## src/pss_regs.svh

```systemverilog
// constants for the status and memory supervisor
`ifndef PSS_REGS_SVH
`define PSS_REGS_SVH
`define PSS_CLK_HZ        50000000
`define PSS_LAMP_MS       500
`define PSS_DM_BASE_WORDS 16'h03E8
`define PSS_DM_EXT_WORDS  16'h0FA0
`define PSS_BAUD_DEFAULT  32'h0000_9600
`define PSS_FMT_8N1       8'h00
`define PSS_YEAR_INIT     16'h07D0
`define PSS_MONTH_INIT    8'h01
`define PSS_DAY_INIT      8'h01
`define PSS_TIME_ZERO     8'h00
`define PSS_HANDLER_INTR  8'h64
`define PSS_ERR_NONE      3'h0
`define PSS_ERR_DIV0      3'h1
`define PSS_ERR_STEP0     3'h2
`define PSS_ERR_STACK     3'h3
`define PSS_ERR_OPCODE    3'h4
`define PSS_ERR_INDEX     3'h5
`endif

```

## src/pss_pkg.sv

```systemverilog
// types for the status and memory supervisor
package pss_pkg;
  typedef enum logic [1:0] {
    PSS_LAMP  = 2'b00,
    PSS_RTCLD = 2'b01,
    PSS_RUN   = 2'b10
  } pss_state_t;
endpackage

```

## src/pss_supervisor.sv

```systemverilog
// status indicator, memory window and clock start-up supervisor
`timescale 1ns/1ps
`include "pss_regs.svh"

module pss_supervisor #(
  parameter int unsigned LAMP_CYC = (`PSS_CLK_HZ / 1000) * `PSS_LAMP_MS
) (
  // clock and reset
  input  wire logic        core_clk,
  input  wire logic        resetn,
  // switches and module presence pins
  input  wire logic        retention_switch,
  input  wire logic        auth_bypass_switch,
  input  wire logic        program_halt_switch,
  input  wire logic        module_present,
  input  wire logic        resync_disable,
  // battery-backed time from the option module
  input  wire logic [15:0] mod_year,
  input  wire logic [7:0]  mod_month,
  input  wire logic [7:0]  mod_day,
  input  wire logic [7:0]  mod_hour,
  input  wire logic [7:0]  mod_min,
  input  wire logic [7:0]  mod_sec,
  input  wire logic        mod_time_valid,
  // running clock seconds and minutes, clock loss
  input  wire logic [7:0]  cur_min,
  input  wire logic [7:0]  cur_sec,
  input  wire logic        clock_lost,
  input  wire logic        host_set_time,
  // data memory access from the interpreter
  input  wire logic        dm_req,
  input  wire logic        dm_we,
  input  wire logic [15:0] dm_index,
  output logic             dm_en,
  output logic             dm_we_ok,
  output logic             dm_read_zero,
  // system variable index check
  input  wire logic        sysvar_req,
  input  wire logic [15:0] sysvar_index,
  input  wire logic [15:0] sysvar_size,
  // interpreter events
  input  wire logic        prog_corrupt,
  input  wire logic        pause_stmt,
  input  wire logic        host_halt,
  input  wire logic        host_resume,
  input  wire logic        err_valid,
  input  wire logic [2:0]  err_kind,
  input  wire logic [7:0]  err_func,
  input  wire logic        handler_reg,
  input  wire logic [7:0]  handler_intr,
  input  wire logic        display_fitted,
  // controls out
  output logic             clear_volatile,
  output logic             clear_retentive,
  output logic             auth_bypass,
  output logic             program_run,
  output logic [31:0]      baud_rate,
  output logic [7:0]       serial_fmt,
  output logic             rtc_load,
  output logic [15:0]      rtc_year,
  output logic [7:0]       rtc_month,
  output logic [7:0]       rtc_day,
  output logic [7:0]       rtc_hour,
  output logic [7:0]       rtc_min,
  output logic [7:0]       rtc_sec,
  output logic             clock_lost_flag,
  output logic             handler_call,
  output logic [2:0]       err_cause,
  output logic [7:0]       err_function,
  output logic             disp_show,
  output logic [2:0]       disp_cause,
  output logic [7:0]       disp_function,
  // indicators
  output logic             led_clock_err,
  output logic             led_pause,
  output logic             led_run_err
);

  // pin synchronisers, two flip-flops each
  logic [4:0] sync1_ff;
  logic [4:0] sync2_ff;
  always_ff @(posedge core_clk or negedge resetn)
  begin
    if (!resetn)
    begin
      sync1_ff <= 5'h0_0;
      sync2_ff <= 5'h0_0;
    end
    else
    begin
      sync1_ff <= {retention_switch, auth_bypass_switch, program_halt_switch,
                   module_present, resync_disable};
      sync2_ff <= sync1_ff;
    end
  end
  wire s_ret   = sync2_ff[4];
  wire s_auth  = sync2_ff[3];
  wire s_halt  = sync2_ff[2];
  wire s_mod   = sync2_ff[1];
  wire s_nores = sync2_ff[0];

  pss_pkg::pss_state_t state_ff, nxt_state;
  logic [31:0] lamp_cnt_ff;
  logic        mod_ff;
  logic        halt_boot_ff;
  logic        pause_ff;
  logic        run_err_ff;

  wire lamp_done = (lamp_cnt_ff >= LAMP_CYC - 1);
  wire in_lamp   = (state_ff == pss_pkg::PSS_LAMP);

  // start-up sequence: lamp test, clock load every boot, run
  always_comb
  begin
    case (state_ff)
      pss_pkg::PSS_LAMP:  nxt_state = lamp_done ? pss_pkg::PSS_RTCLD : pss_pkg::PSS_LAMP;
      pss_pkg::PSS_RTCLD: nxt_state = pss_pkg::PSS_RUN;
      pss_pkg::PSS_RUN:   nxt_state = pss_pkg::PSS_RUN;
      default:            nxt_state = pss_pkg::PSS_LAMP;
    endcase
  end

  always_ff @(posedge core_clk or negedge resetn)
  begin
    if (!resetn)
    begin
      state_ff    <= pss_pkg::PSS_LAMP;
      lamp_cnt_ff <= 32'h0000_0000;
    end
    else
    begin
      state_ff    <= nxt_state;
      lamp_cnt_ff <= in_lamp ? lamp_cnt_ff + 32'h0000_0001 : lamp_cnt_ff;
    end
  end

  // straps caught at the end of the lamp test, after the synchronisers settle
  always_ff @(posedge core_clk or negedge resetn)
  begin
    if (!resetn)
    begin
      mod_ff       <= 1'b0;
      halt_boot_ff <= 1'b0;
    end
    else if (in_lamp && lamp_done)
    begin
      mod_ff       <= s_mod;
      halt_boot_ff <= s_halt;
    end
  end

  // data window: 1000 words base, 4000 with the module
  wire [15:0] dm_limit = mod_ff ? `PSS_DM_EXT_WORDS : `PSS_DM_BASE_WORDS;
  wire        dm_ok    = (dm_index != 16'h0000) && (dm_index <= dm_limit);
  assign dm_en        = dm_req && dm_ok;
  assign dm_we_ok     = dm_req && dm_we && dm_ok;
  assign dm_read_zero = dm_req && !dm_we && !dm_ok;

  // clearing at power-up; the volatile pass waits for the module answer
  wire keep_vol = mod_ff && s_ret;
  assign clear_volatile  = (state_ff == pss_pkg::PSS_RTCLD) && !keep_vol;
  assign clear_retentive = (state_ff == pss_pkg::PSS_RTCLD) && !s_ret;

  // switch-driven controls
  assign auth_bypass = s_auth;
  assign program_run = (state_ff == pss_pkg::PSS_RUN) && !s_halt && !pause_ff
                       && !prog_corrupt;
  // a zero baud means keep the stored setting; only the halt boot forces the default
  assign baud_rate   = halt_boot_ff ? `PSS_BAUD_DEFAULT : 32'h0000_0000;
  assign serial_fmt  = `PSS_FMT_8N1;

  // clock load: default date, module time at start, hourly resync
  wire hour_mark = (cur_min == `PSS_TIME_ZERO) && (cur_sec == `PSS_TIME_ZERO);
  logic mark_ff;
  wire use_mod   = mod_ff && mod_time_valid;
  wire boot_load = (state_ff == pss_pkg::PSS_RTCLD);
  wire resync    = (state_ff == pss_pkg::PSS_RUN) && use_mod && !s_nores
                   && hour_mark && !mark_ff;
  always_ff @(posedge core_clk or negedge resetn)
  begin
    if (!resetn)
    begin
      rtc_load  <= 1'b0;
      rtc_year  <= `PSS_YEAR_INIT;
      rtc_month <= `PSS_MONTH_INIT;
      rtc_day   <= `PSS_DAY_INIT;
      rtc_hour  <= `PSS_TIME_ZERO;
      rtc_min   <= `PSS_TIME_ZERO;
      rtc_sec   <= `PSS_TIME_ZERO;
      mark_ff   <= 1'b0;
    end
    else
    begin
      mark_ff  <= hour_mark;
      rtc_load <= boot_load || resync;
      if ((boot_load && use_mod) || resync)
      begin
        rtc_year  <= mod_year;
        rtc_month <= mod_month;
        rtc_day   <= mod_day;
        rtc_hour  <= mod_hour;
        rtc_min   <= mod_min;
        rtc_sec   <= mod_sec;
      end
      else if (boot_load)
      begin
        rtc_year  <= `PSS_YEAR_INIT;
        rtc_month <= `PSS_MONTH_INIT;
        rtc_day   <= `PSS_DAY_INIT;
        rtc_hour  <= `PSS_TIME_ZERO;
        rtc_min   <= `PSS_TIME_ZERO;
        rtc_sec   <= `PSS_TIME_ZERO;
      end
    end
  end

  // clock lost: set wins over the host's time set
  always_ff @(posedge core_clk or negedge resetn)
  begin
    if (!resetn)
      clock_lost_flag <= 1'b0;
    else if (clock_lost)
      clock_lost_flag <= 1'b1;
    else if (host_set_time)
      clock_lost_flag <= 1'b0;
  end

  // error qualification: only the five kinds count
  wire idx_bad   = sysvar_req && ((sysvar_index == 16'h0000) || sysvar_index[15]
                   || (sysvar_index > sysvar_size));
  wire kind_ok   = (err_kind >= `PSS_ERR_DIV0) && (err_kind <= `PSS_ERR_INDEX);
  wire err_hit   = (err_valid && kind_ok) || idx_bad;
  wire [2:0] err_k = idx_bad ? `PSS_ERR_INDEX : err_kind;
  wire handled   = handler_reg && (handler_intr == `PSS_HANDLER_INTR);

  // pause and run-error latches; a new cause beats a resume in the same cycle
  wire  pause_set = pause_stmt || host_halt || (err_hit && !handled);
  always_ff @(posedge core_clk or negedge resetn)
  begin
    if (!resetn)
    begin
      pause_ff     <= 1'b0;
      run_err_ff   <= 1'b0;
      err_cause    <= `PSS_ERR_NONE;
      err_function <= 8'h00;
      handler_call <= 1'b0;
      disp_show    <= 1'b0;
      disp_cause   <= `PSS_ERR_NONE;
      disp_function <= 8'h00;
    end
    else
    begin
      handler_call <= err_hit && handled;
      if (pause_set)
        pause_ff <= 1'b1;
      else if (host_resume)
        pause_ff <= 1'b0;
      if (err_hit && !handled)
        run_err_ff <= 1'b1;
      else if (host_resume)
        run_err_ff <= 1'b0;
      if (err_hit)
      begin
        err_cause     <= err_k;
        err_function  <= err_func;
        disp_show     <= display_fitted;
        disp_cause    <= err_k;
        disp_function <= err_func;
      end
    end
  end

  // indicators: lamp test first, then own conditions; corrupt and switch hold pause
  always_ff @(posedge core_clk or negedge resetn)
  begin
    if (!resetn)
    begin
      led_clock_err <= 1'b1;
      led_pause     <= 1'b1;
      led_run_err   <= 1'b1;
    end
    else
    begin
      led_clock_err <= in_lamp || clock_lost_flag;
      led_pause     <= in_lamp || pause_ff || prog_corrupt || s_halt;
      led_run_err   <= in_lamp || run_err_ff;
    end
  end

  // assertions
  a_window_base: assert property (@(posedge core_clk) disable iff (!resetn)
    (dm_req && !mod_ff && dm_index > `PSS_DM_BASE_WORDS) |-> !dm_en && !dm_we_ok)
    else $error("access above base window enabled");
  a_window_ext: assert property (@(posedge core_clk) disable iff (!resetn)
    (dm_req && mod_ff && dm_index == `PSS_DM_EXT_WORDS) |-> dm_en)
    else $error("extended window word refused");
  a_lamp_on: assert property (@(posedge core_clk) disable iff (!resetn)
    in_lamp |=> (led_clock_err && led_pause && led_run_err))
    else $error("indicator dark in lamp test");
  a_clock_err: assert property (@(posedge core_clk) disable iff (!resetn)
    (clock_lost && state_ff == pss_pkg::PSS_RUN) |=> ##1 led_clock_err)
    else $error("clock error not shown");
  a_halt_pause: assert property (@(posedge core_clk) disable iff (!resetn)
    s_halt |=> (led_pause && !program_run))
    else $error("halt switch not pausing");
  a_handler_quiet: assert property (@(posedge core_clk) disable iff (!resetn)
    (err_hit && handled && !pause_ff && !run_err_ff && !pause_stmt && !host_halt)
      |=> handler_call && !run_err_ff)
    else $error("handled error raised run error");
  a_err_keep: assert property (@(posedge core_clk) disable iff (!resetn)
    (err_hit && !handled) |=> (run_err_ff && err_cause == $past(err_k)))
    else $error("error cause not kept");
  a_index_bad: assert property (@(posedge core_clk) disable iff (!resetn)
    (sysvar_req && sysvar_index == 16'h0000) |=> err_cause == `PSS_ERR_INDEX)
    else $error("zero subscript not flagged");
endmodule

```

## config.mk

```make
export PLATFORM = sky130hd
export DESIGN_NAME = pss_supervisor
export DESIGN_NICKNAME = d
export VERILOG_FILES = /design/src/pss_pkg.sv /design/src/pss_supervisor.sv
export VERILOG_INCLUDE_DIRS = /design/src
export SDC_FILE = /design/constraint.sdc
export NUM_CORES = 1
export LEC_CHECK = 0
export BUFFER_PORTS_ARGS = -buffer_cell sky130_fd_sc_hd__buf_2
export CORE_MARGIN = 2
export CORE_UTILIZATION = 40
export CTS_CLUSTER_DIAMETER = 150
export DETAILED_ROUTE_END_ITERATION = 10
export PLACE_DENSITY = 0.72
export SYNTH_ARGS = -nofsm -noshare
export SYNTH_HDL_FRONTEND = slang
export SYNTH_SLANG_ARGS = --single-unit
```

## constraint.sdc

```tcl
create_clock -name core_clk -period 2.3 [get_ports core_clk]
set_input_delay 0 -clock core_clk [delete_from_list [all_inputs] [get_ports core_clk]]
set_output_delay 0 -clock core_clk [all_outputs]
set_load 0.01 [all_outputs]
```

Word level (Yosys, flattened, before mapping) --
Index checks and enable logic that the tools add are counted.
Operators by class: $add $sub $neg 1, $lt $le $gt $ge 5, eq/ne operators 3, multiplexer cells 19, reduce and logical (&&, ||, !) cells 58
Operators by type and width (number):
- $mux 8 | 7
- $mux 16 | 3
- $add 32x1->32 const B | 1
- $ge 32x25->1 const B | 1
- $logic_and 1x1->1 | 26
- $gt 16x16->1 | 1
- $le 16x12->1 | 1
- $logic_not 16->1 | 1
- $logic_not 8->1 | 2
- $reduce_bool 16->1 | 1
- $logic_or 1x1->1 | 12
- $mux 12 | 1
- $logic_not 1->1 | 10
- $eq 8x7->1 const B | 1
- $reduce_bool 2->1 | 4
- $mux 1 | 6
- $pmux 2 s2 | 1
- $ge 3x1->1 const B | 1
- $le 3x3->1 const B | 1
- $mux 3 | 1
- $eq 2x1->1 const B | 1
- $eq 2x2->1 const B | 1
- $logic_not 2->1 | 1
- $reduce_or 2->1 | 1
Word-level totals: register bits 123, input bits 159, output and inout port bits 132, word-level logic and storage cells 110

Depth between registers and ports, before layout --
Gate-level depths: netlist of run 1.
depth after elaboration 8, depth in mapped cells 9, gate-level depth less buffers 8

Worst setup path before layout of run 1 --
OpenSTA, ideal clock, no wires.
path kind register -> register, from register state_ff[0], to register lamp_cnt_ff[28], setup time 123 ps, data arrival time 1898 ps, data required time 2177 ps, path slack 279 ps, stages on the path, launching flop included 10, path buffers 1, period minus slack after synthesis 2021 ps, cells stage by stage dfrtp_1 inv_1 ha_1 clkbuf_1 nand3_1 nor2_1 nand3_1 nor3_1 nand3_1 xnor2_1
Between the ends: longest elaborated chain between the ends 1
RTL lines:
- from (decl) | RTL line pss_supervisor.sv:102 | pss_pkg::pss_state_t state_ff, nxt_state;
- from (signal assigned) | RTL line pss_supervisor.sv:127 | state_ff <= pss_pkg::PSS_LAMP;
- from (signal assigned) | RTL line pss_supervisor.sv:132 | state_ff <= nxt_state;
- $logic_not 2->1 | RTL line pss_supervisor.sv:110 | wire in_lamp = (state_ff == pss_pkg::PSS_LAMP);
- to (signal assigned) | RTL line pss_supervisor.sv:133 | lamp_cnt_ff <= in_lamp ? lamp_cnt_ff + 32'h0000_0001 : lamp_cnt_ff;
- to (decl) | RTL line pss_supervisor.sv:103 | logic [31:0] lamp_cnt_ff;
No other way between the ends. A chain may end at the register's enable or synchronous reset.

Worst setup path after layout of run 1 --
from input port sysvar_size[15], to register disp_cause[1]
Between the ends: longest elaborated chain between the ends 4, elaborated cells between the ends (all ways) 5, those cells by class 1 x order compare; 1 x mux; 3 x reduce/logical
RTL lines:
- from (decl) | RTL line pss_supervisor.sv:40 | input wire logic [15:0] sysvar_size,
- $gt 16x16->1 * | RTL line pss_supervisor.sv:230 | || (sysvar_index > sysvar_size));
- $logic_or 1x1->1 * | RTL line pss_supervisor.sv:230
- $logic_and 1x1->1 * | RTL line pss_supervisor.sv:229 | wire idx_bad = sysvar_req && ((sysvar_index == 16'h0000) || sysvar_index[15]
- $mux 3 / $logic_or 1x1->1 (equally long branches) | RTL line pss_supervisor.sv:233, pss_supervisor.sv:232
- to (signal assigned) | RTL line pss_supervisor.sv:248 | disp_cause <= `PSS_ERR_NONE;
- to (signal assigned) | RTL line pss_supervisor.sv:267 | disp_cause <= err_k;
- to (decl) | RTL line pss_supervisor.sv:71 | output logic [2:0] disp_cause,
Every way passes the cells marked *; elsewhere a longest branch is shown, timed or not.

==> flow_summary.toml, run 1 <==
[outcome]
status = "completed"

[sta]
slew_headroom_pct = 62.88
rsz0062_at_grt = "false"
setup_viol = 0
hold_viol_final = 0
fin_skew_ns = 0.007004
setup_tns_ns = 0
period_share_pct = 94.65
worst_slack_ns = 0.1230
drv_slew = 0
max_freq_mhz = 459.3
layout_min_cycle_time_ns = 2.177
worst_pin_slew_ns = 0.5517

[power]
p_sw_mw = 1.273
power_density_mw_per_mm2 = 657.4
leakagePower_nw = 4.493
power_mw = 5.659
power_frac_clock_pct = 49.8
ir_worst_vdd_v = 0.0005255
cell_internal_pwr_mw = 4.385
p_comb_share_pct = 10.6
power_frac_seq_pct = 39.6
switching_share_pct = 22.50

[global_route]
grt_pass1_wl_um = 24150
overflow = 0
groute.usage.overall_pct = 20.45
grt_pass1_vias = 5032
grt_max_degree = 62
antenna_found_initial = 0

[clock_network]
cts_made_buffers = 17
cts_tree = "done"
h-tree-depth = 4
clk_pin_slew_worst_paths_ns = 0.06
cts_sinks = 123
cts_root_buf = "clkbuf_16"
clk_latency_ns = 0.40
clockBufferDepth = 2

[layout]
fin_nets = 1021
antenna_cells = 0
drive_gt1_share_pct = 38.59
syn_to_final_growth_pct = 49.77

[die]
dieArea_mm2 = 0.01534
die_w_um = 123.9
core_area_mm2 = 0.01393
start_util_pct = 41.24
die_y_um = 123.9
boundaryPins = 291
rows = 43

[placement]
hpwl_um = 10910
place.gp.congestion = 0.8998
io_buffers = 254
place_ws_ns = 0.06552

[synth]
synth.top_cells.by_count = "112 x dfrtp_1, 51 x buf_4, 49 x a22o_1"
synth-seq-cells = 123
synth_area_leaders = "dfrtp_1 49%, a22o_1 7.5%, buf_4 6.7%"
syn_area_mm2 = 0.005747
async_flop_share_pct = 100.0
synth_top_cell_area_share_pct = 48.77
yosysWarnings = 0
yosysUniqueCellTypes = 50
seq_area_frac_synth_pct = 53.80
yosys.area.top_type = "dfrtp_1"
yosysMostFrequentCell = "dfrtp_1"
avgSynthCellArea_um2 = 11.70
yosys_most_used_dff = "dfrtp_1"
synth_cells = 491
synth-edff-count = 0

[worst_setup_path]
worst_path_most_repeated_cell = "or3_1"
startpoint_type = "input port"
end_kind = "flip-flop"
crit_type = "in -> reg"
cp_cell_sequence = "buf_2 > inv_1 > ha_1 > nand4_1 > or3_1 > or3_1 > o311ai_2 > nor2b_1 > a21boi_1 > dlygate4sd3_1"
required_ns = 2.64
crit_path_max_fanout = 3
cp_slowest_cell = "dlygate4sd3_1"
cp.arrival_ns = 2.51
slowest_delay_ns = 0.55

[route]
vias = 4994
drt_pass1_iterations = 4
routed_wl_um = 15570
initialDrtViolationCount = 271
ant_nets = 0
drc = 0
vias_per_cell = 4.849
routedWlPerCell_um = 15.11

[run]
max-cap-violations = 0

[min_path]
hp-class = "in -> reg"
==> placed cells by master, fill, tap and decap left out, types with 9 or more instances in the layout <==
| master | instances |
|---|---|
| a21oi_1 | 9 |
| nand2_1 | 19 |
| conb_1 | 36 |
| nor2_1 | 11 |
| nand3_1 | 26 |
| nand4_1 | 9 |
| xor2_1 | 12 |
| buf_2 | 253 |
| dlygate4sd3_1 | 88 |
| clkbuf_16 | 17 |
| dfstp_2 | 11 |
| dfrtp_1 | 111 |
| nor4_1 | 13 |
| ha_1 | 25 |
| inv_1 | 25 |
| buf_4 | 13 |
| nor3_1 | 10 |
| a22o_1 | 49 |
| xnor2_1 | 19 |
==> cells by family after synthesis <==
kind of cell	after synthesis	share of synthesized area [%]
AOI/OAI and AO/OA	89	12.39
xor gates and xnor gates	31	4.725
adders and majority gates	25	5.443
buffers and inverters	90	9.362
DFF	123	53.80
muxes	14	3.222
other	1	0.06525
and+or+nand+nor	118	11.00
==> state kept, by name (all words and copies together) (netlist names), 3 cells and up <==
name	flops
disp_cause	3
disp_function	8
lamp_cnt_ff	32
rtc_day	8
rtc_hour	8
rtc_min	8
rtc_month	8
rtc_sec	8
rtc_year	16
sync1_ff	5
sync2_ff	5
==> layout make-up <==
type	count	area, um2
timing repair buffer	356	2285
sequential	123	3093
multi-input combinational	313	2271
clock buffer	19	442.9
tap	180	225.2
clock inverter	13	192.7
fill	1109	5328
inverter	26	97.59
==> what timing repair did <==
item	in CTS	in global routing
hold buffers	88	0
setup endpoints to repair	0	4
resized for setup	0	2
setup buffers	0	5
hold endpoints to repair	117	0
==> final timing paths <==
path	slack [ns]	cells after the start	end	from
max	0.12	10	disp_cause[1]	sysvar_size[15]
min in group asynchronous	0.12	2	clock_lost_flag	resetn
min reg2reg	0.35	0	sync2_ff[2]	sync1_ff[2]
min	0.03	3	pause_ff	handler_intr[6]
max reg2reg	0.29	8	lamp_cnt_ff[28]	state_ff[0]
max in group asynchronous	1.43	3	rtc_year[10]	resetn
==> metal layers <==
| layer | vias to the layer above | GRT usage [%] | part of all wire (%) |
|---|---|---|---|
| li1 | 2370 | - | - |
| met4 | 0 | 8.452 | 2.9 |
| met2 | 180 | 37.05 | 54 |
| met1 | 2407 | 23.44 | 39 |
| met3 | 37 | 4.121 | 4.4 |
| met5 | - | 0 | 0 |
==> worst max-delay path: cells and delay by family <==
kind                     cells  cell delay (ns)
AO/OA/AOI/OAI                2             0.31
adder cells (fa/ha/maj)      1             0.31
buffers and inverters        3             0.66
AND/OR/NAND/NOR              4             1.24
==> stage by stage <==
step | cells | util [%] | hold WS, ns | instance area (um2)
5_1_grt | 1030 | 61.77 | 0.06754 | 8607
4_1_cts | 1025 | 61.49 | 0.01566 | 8568
3_5_place_dp | 905 | 50.61 | 0.02565 | 7052
6_report | 1030 | 61.77 | 0.02878 | 8607
2_1_floorplan | 526 | - | -0.2956 | 5878
3_3_place_gp | 905 | 50.61 | 0.02101 | 7052
==> power groups by stage <==
stage	clock [mW]	sequential, mW	combinational [mW]
after CTS	2.88	2.24	0.588
after global placement	0	2.28	0.458
after floorplan	0	2.28	0.255
final	2.82	2.24	0.600
after detailed placement	0	2.27	0.467
after global routing	2.99	2.24	0.658
No activity file was read; power rests on OpenSTA's default activity.
==> inputs of run 2 (changes only) <==
- PLACE_DENSITY: 0.72 -> 0.83
- SKIP_LAST_GASP: default -> 1
- SLEW_MARGIN: default -> 20
==> flow_summary.toml, run 2 (synthesis results as in run 1) <==
[power]
p_comb_share_pct = 10.8
cell_internal_pwr_mw = 4.185
switching_share_pct = 24.33
leakagePower_nw = 4.487
power_density_mw_per_mm2 = 643.3
power_frac_seq_pct = 40.5
power_frac_clock_pct = 48.7
ir_worst_vdd_v = 0.0005186
p_sw_mw = 1.346

[clock_network]
h-tree-depth = 4
cts_root_buf = "clkbuf_16"
clockBufferDepth = 2
clk_latency_ns = 0.42
cts_made_buffers = 17
cts_sinks = 123
cts_tree = "done"
clk_pin_slew_worst_paths_ns = 0.06

[layout]
finalCoreUtilization_pct = 61.70
fill_cells = 1081
antenna_cells = 0
fin_nets = 1021
multi_input_area_mm2 = 0.002276
syn_to_final_growth_pct = 49.60
mostFrequentLayoutCell = "buf_2"
largest_register = "lamp_cnt_ff"
largest_reg_flops = 32
regArea_mm2 = 0.003093
layout_common_cells = "253 x buf_2, 111 x dfrtp_1, 91 x dlygate4sd3_1"
top_regs = "lamp_cnt_ff: 32 flops, rtc_year: 16 flops"
drive_gt1_share_pct = 38.35

[die]
boundaryPins = 291
rows = 43
die_w_um = 123.9
die_y_um = 123.9
dieArea_mm2 = 0.01534
start_util_pct = 41.24
core_area_mm2 = 0.01393

[global_route]
grt_pass1_vias = 5335
grt_max_degree = 49
overflow = 0
groute.usage.overall_pct = 22.28
antenna_found_initial = 1
grt_pass1_wl_um = 26010

[sta]
max_freq_mhz = 461.6
slew_headroom_pct = 57.33
hold_viol_final = 0
worst_pin_slew_ns = 0.6401
setup_tns_ns = 0
period_share_pct = 94.19
worst_slack_ns = 0.1335
setup_viol = 0
drv_slew = 0
rsz0062_at_grt = "false"
fin_skew_ns = 0.01147
layout_min_cycle_time_ns = 2.166

[route]
routedWlPerCell_um = 16.54
routed_wl_um = 17040
vias_per_cell = 4.978
drc = 0
ant_nets = 0
drt_pass1_iterations = 4
initialDrtViolationCount = 271
vias = 5127

[placement]
place.gp.congestion = 0.8225
hpwl_um = 11430
place_ws_ns = 0.1061
io_buffers = 254

[worst_setup_path]
cp.arrival_ns = 2.45
crit_type = "in -> reg"
startpoint_type = "input port"
crit_path_max_fanout = 48
required_ns = 2.59
end_kind = "flip-flop"

[outcome]
status = "completed"

[run]
max-cap-violations = 0

[min_path]
hp-class = "in -> reg"
run 2: routing by layer:
layer	track usage, %	share of wire, %	vias up
met5	0	0.076	-
met4	10.23	3.0	2
met3	5.174	5.0	42
met2	39.39	54	216
met1	25.53	37	2497
li1	-	-	2370
run 2: worst paths after layout:
kind	from	to	slack, ns	cells after the start
worst max-delay path	cur_sec[6]	rtc_year[13]	0.13	8
worst min-delay path	mod_time_valid	rtc_year[8]	0.05	3
worst max register to register	lamp_cnt_ff[10]	mod_ff	0.17	6
worst min register to register	sync1_ff[4]	sync2_ff[4]	0.35	0
max in group asynchronous	resetn	led_run_err	1.45	3
min in group asynchronous	resetn	clock_lost_flag	0.17	2
run 2: stage by stage:
step                area (um2)  hold WS, ns  instances  power (mW)
floorplan                 5878      -0.2956        526       2.538
global placement          7064      0.06940        905       2.729
detailed placement        7064      0.06851        905       2.741
CTS                       8576      0.06823       1028       5.560
global route              8597      0.06411       1030       5.753
finish                    8597      0.04694       1030       5.531
run 2: what timing repair did:
action                                  CTS  global route
buffers inserted                          0             2
gates resized for setup                   0             2
hold buffers                             91             0
endpoints found under the setup margin    0            11
hold endpoints to repair                124             0
run 2: critical path: stages:
cell and delay [ns]:
dlygate4sd3_1 0.54, buf_2 0.12, nor4_1 0.19, dlygate4sd3_1 0.59, and4_1 0.24, a31oi_4 0.13
buf_4 0.31, a22o_1 0.32
run 2: final cells by class:
| class | count | area share, % |
|---|---|---|
| flip-flops and latches | 123 | 35.98 |
| repair buffers | 356 | 26.81 |
| multi-input cells | 313 | 26.47 |
| clock buffers | 19 | 5.152 |
| well taps | 180 | 2.620 |
| clock inverters | 13 | 1.834 |
| inverters | 26 | 1.135 |
run 2: power groups by stage:
| stage | logic [mW] | registers [mW] | clock network, mW |
|---|---|---|---|
| 3_5_place_dp | 0.467 | 2.27 | 0 |
| 6_report | 0.598 | 2.24 | 2.69 |
| 4_1_cts | 0.588 | 2.24 | 2.74 |
| 5_1_grt | 0.655 | 2.24 | 2.86 |
| 3_3_place_gp | 0.454 | 2.27 | 0 |
| 2_1_floorplan | 0.255 | 2.28 | 0 |
==> inputs of run 3 (changes only) <==
- MAX_ROUTING_LAYER: default -> met4
==> flow_summary.toml, run 3 (synthesis results as in run 1) <==
[sta]
period_share_pct = 93.86
hold_ws_ns = 0.04802
slew_headroom_pct = 56.91
setup_tns_ns = 0
layout_min_cycle_time_ns = 2.159
setup_viol = 0
max_freq_mhz = 463.2
worst_pin_slew_ns = 0.6463
hold_viol_final = 0
drv_slew = 0
fin_skew_ns = 0.01295
rsz0062_at_grt = "false"

[run]
max-cap-violations = 0

[layout]
regArea_mm2 = 0.003093
fill_cells = 1081
layout_common_cells = "253 x buf_2, 111 x dfrtp_1, 91 x dlygate4sd3_1"
top_regs = "lamp_cnt_ff: 32 flops, rtc_year: 16 flops"
stdcell_count = 1031
largest_register = "lamp_cnt_ff"
syn_to_final_growth_pct = 49.64
mostFrequentLayoutCell = "buf_2"
fin_nets = 1021
design_area_mm2 = 0.008600
largest_reg_flops = 32
multi_input_area_mm2 = 0.002276
drive_gt1_share_pct = 38.35

[global_route]
antenna_found_initial = 1
grt_pass1_vias = 5352
overflow = 0
grt_max_degree = 49
groute.usage.overall_pct = 22.93
grt_pass1_wl_um = 26000

[worst_setup_path]
path_delay_family = "buffers and inverters"
startpoint_type = "input port"
required_ns = 2.59
worst_path_most_repeated_cell = "dlygate4sd3_1"
cp.arrival_ns = 2.45
crit_buf_inv = 4
end_kind = "flip-flop"
slowest_delay_ns = 0.59
crit_path_max_fanout = 48
cp_cell_sequence = "dlygate4sd3_1 > buf_2 > nor4_1 > dlygate4sd3_1 > and4_1 > a31oi_4 > buf_4 > a22o_1"
crit_type = "in -> reg"
cp_slowest_cell = "dlygate4sd3_1"

[route]
drc = 0
routed_wl_um = 17010
ant_nets = 0
vias_per_cell = 4.968
routedWlPerCell_um = 16.49
drt_pass1_iterations = 4
vias = 5122
initialDrtViolationCount = 267

[clock_network]
cts_made_buffers = 17
clockBufferDepth = 2
cts_sinks = 123
cts_root_buf = "clkbuf_16"
clk_pin_slew_worst_paths_ns = 0.06
cts_tree = "done"
h-tree-depth = 4
clk_latency_ns = 0.42

[die]
dieArea_mm2 = 0.01534
die_w_um = 123.9
core_area_mm2 = 0.01393
rows = 43
die_y_um = 123.9
boundaryPins = 291
start_util_pct = 41.24

[placement]
place.gp.congestion = 0.8349
hpwl_um = 11430
place_inst = 905
dpl_cell_area_mm2 = 0.007064
io_buffers = 254

[power]
ir_worst_vdd_v = 0.0005183
power_mw = 5.530
leakagePower_nw = 4.487
power_density_mw_per_mm2 = 643.1

[outcome]
status = "completed"

[min_path]
hp-class = "in -> reg"
## run 3: layout make-up
class	instances	share of cell area [%]
flip-flops and latches	123	35.97
multi-input cells	313	26.47
well taps	180	2.619
clock inverters	13	1.833
clock buffers	19	5.151
inverters	26	1.135
diodes	1	0.02910
repair buffers	356	26.80
## run 3: power by group
group	switching, mW	leakage, nW	internal [mW]
sequential	0.0317	1.60	2.21
combinational	0.275	2.60	0.324
clock	1.04	0.285	1.65
total	1.34	4.49	4.19
## run 3: per-stage QoR
stage | setup slack (ns) | util, %
final | 0.1412 | 61.71
after global routing | 0.007825 | 61.71
after CTS | 0.05350 | 61.54
after detailed placement | 0.1061 | 50.70
after global placement | 0.1556 | 50.70
after floorplan | 0.2791 | -
## run 3: worst paths after layout
kind | depth (start not counted) | slack, ns | from | endpoint
worst max-delay path | 8 | 0.14 | cur_sec[6] | rtc_year[13]
min in group asynchronous | 2 | 0.16 | resetn | clock_lost_flag
worst max register to register | 6 | 0.16 | lamp_cnt_ff[10] | mod_ff
max in group asynchronous | 3 | 1.46 | resetn | led_run_err
worst min-delay path | 3 | 0.05 | mod_time_valid | rtc_year[8]
worst min register to register | 0 | 0.35 | sync1_ff[4] | sync2_ff[4]
## run 3: timing repair
item,in CTS,in global routing
endpoints found under the setup margin,0,11
endpoints found under the hold margin,124,0
hold buffers,91,0
buffers inserted,0,2
gates resized for setup,0,2
## run 3: tightest hold or removal path: cells and delay by family
kind,cells,cell delay [ns]
buf+inv,1,0.12
compound gates,1,0.16
simple gates,1,0.15
## run 3: layer usage
layer / share of wire (%) / GRT usage, % / vias up
met5: 0 / - / -
met4: 2.6 / 10.23 / 0
met3: 5.0 / 4.853 / 32
met2: 55 / 39.39 / 225
met1: 38 / 25.74 / 2491
li1: - / - / 2374
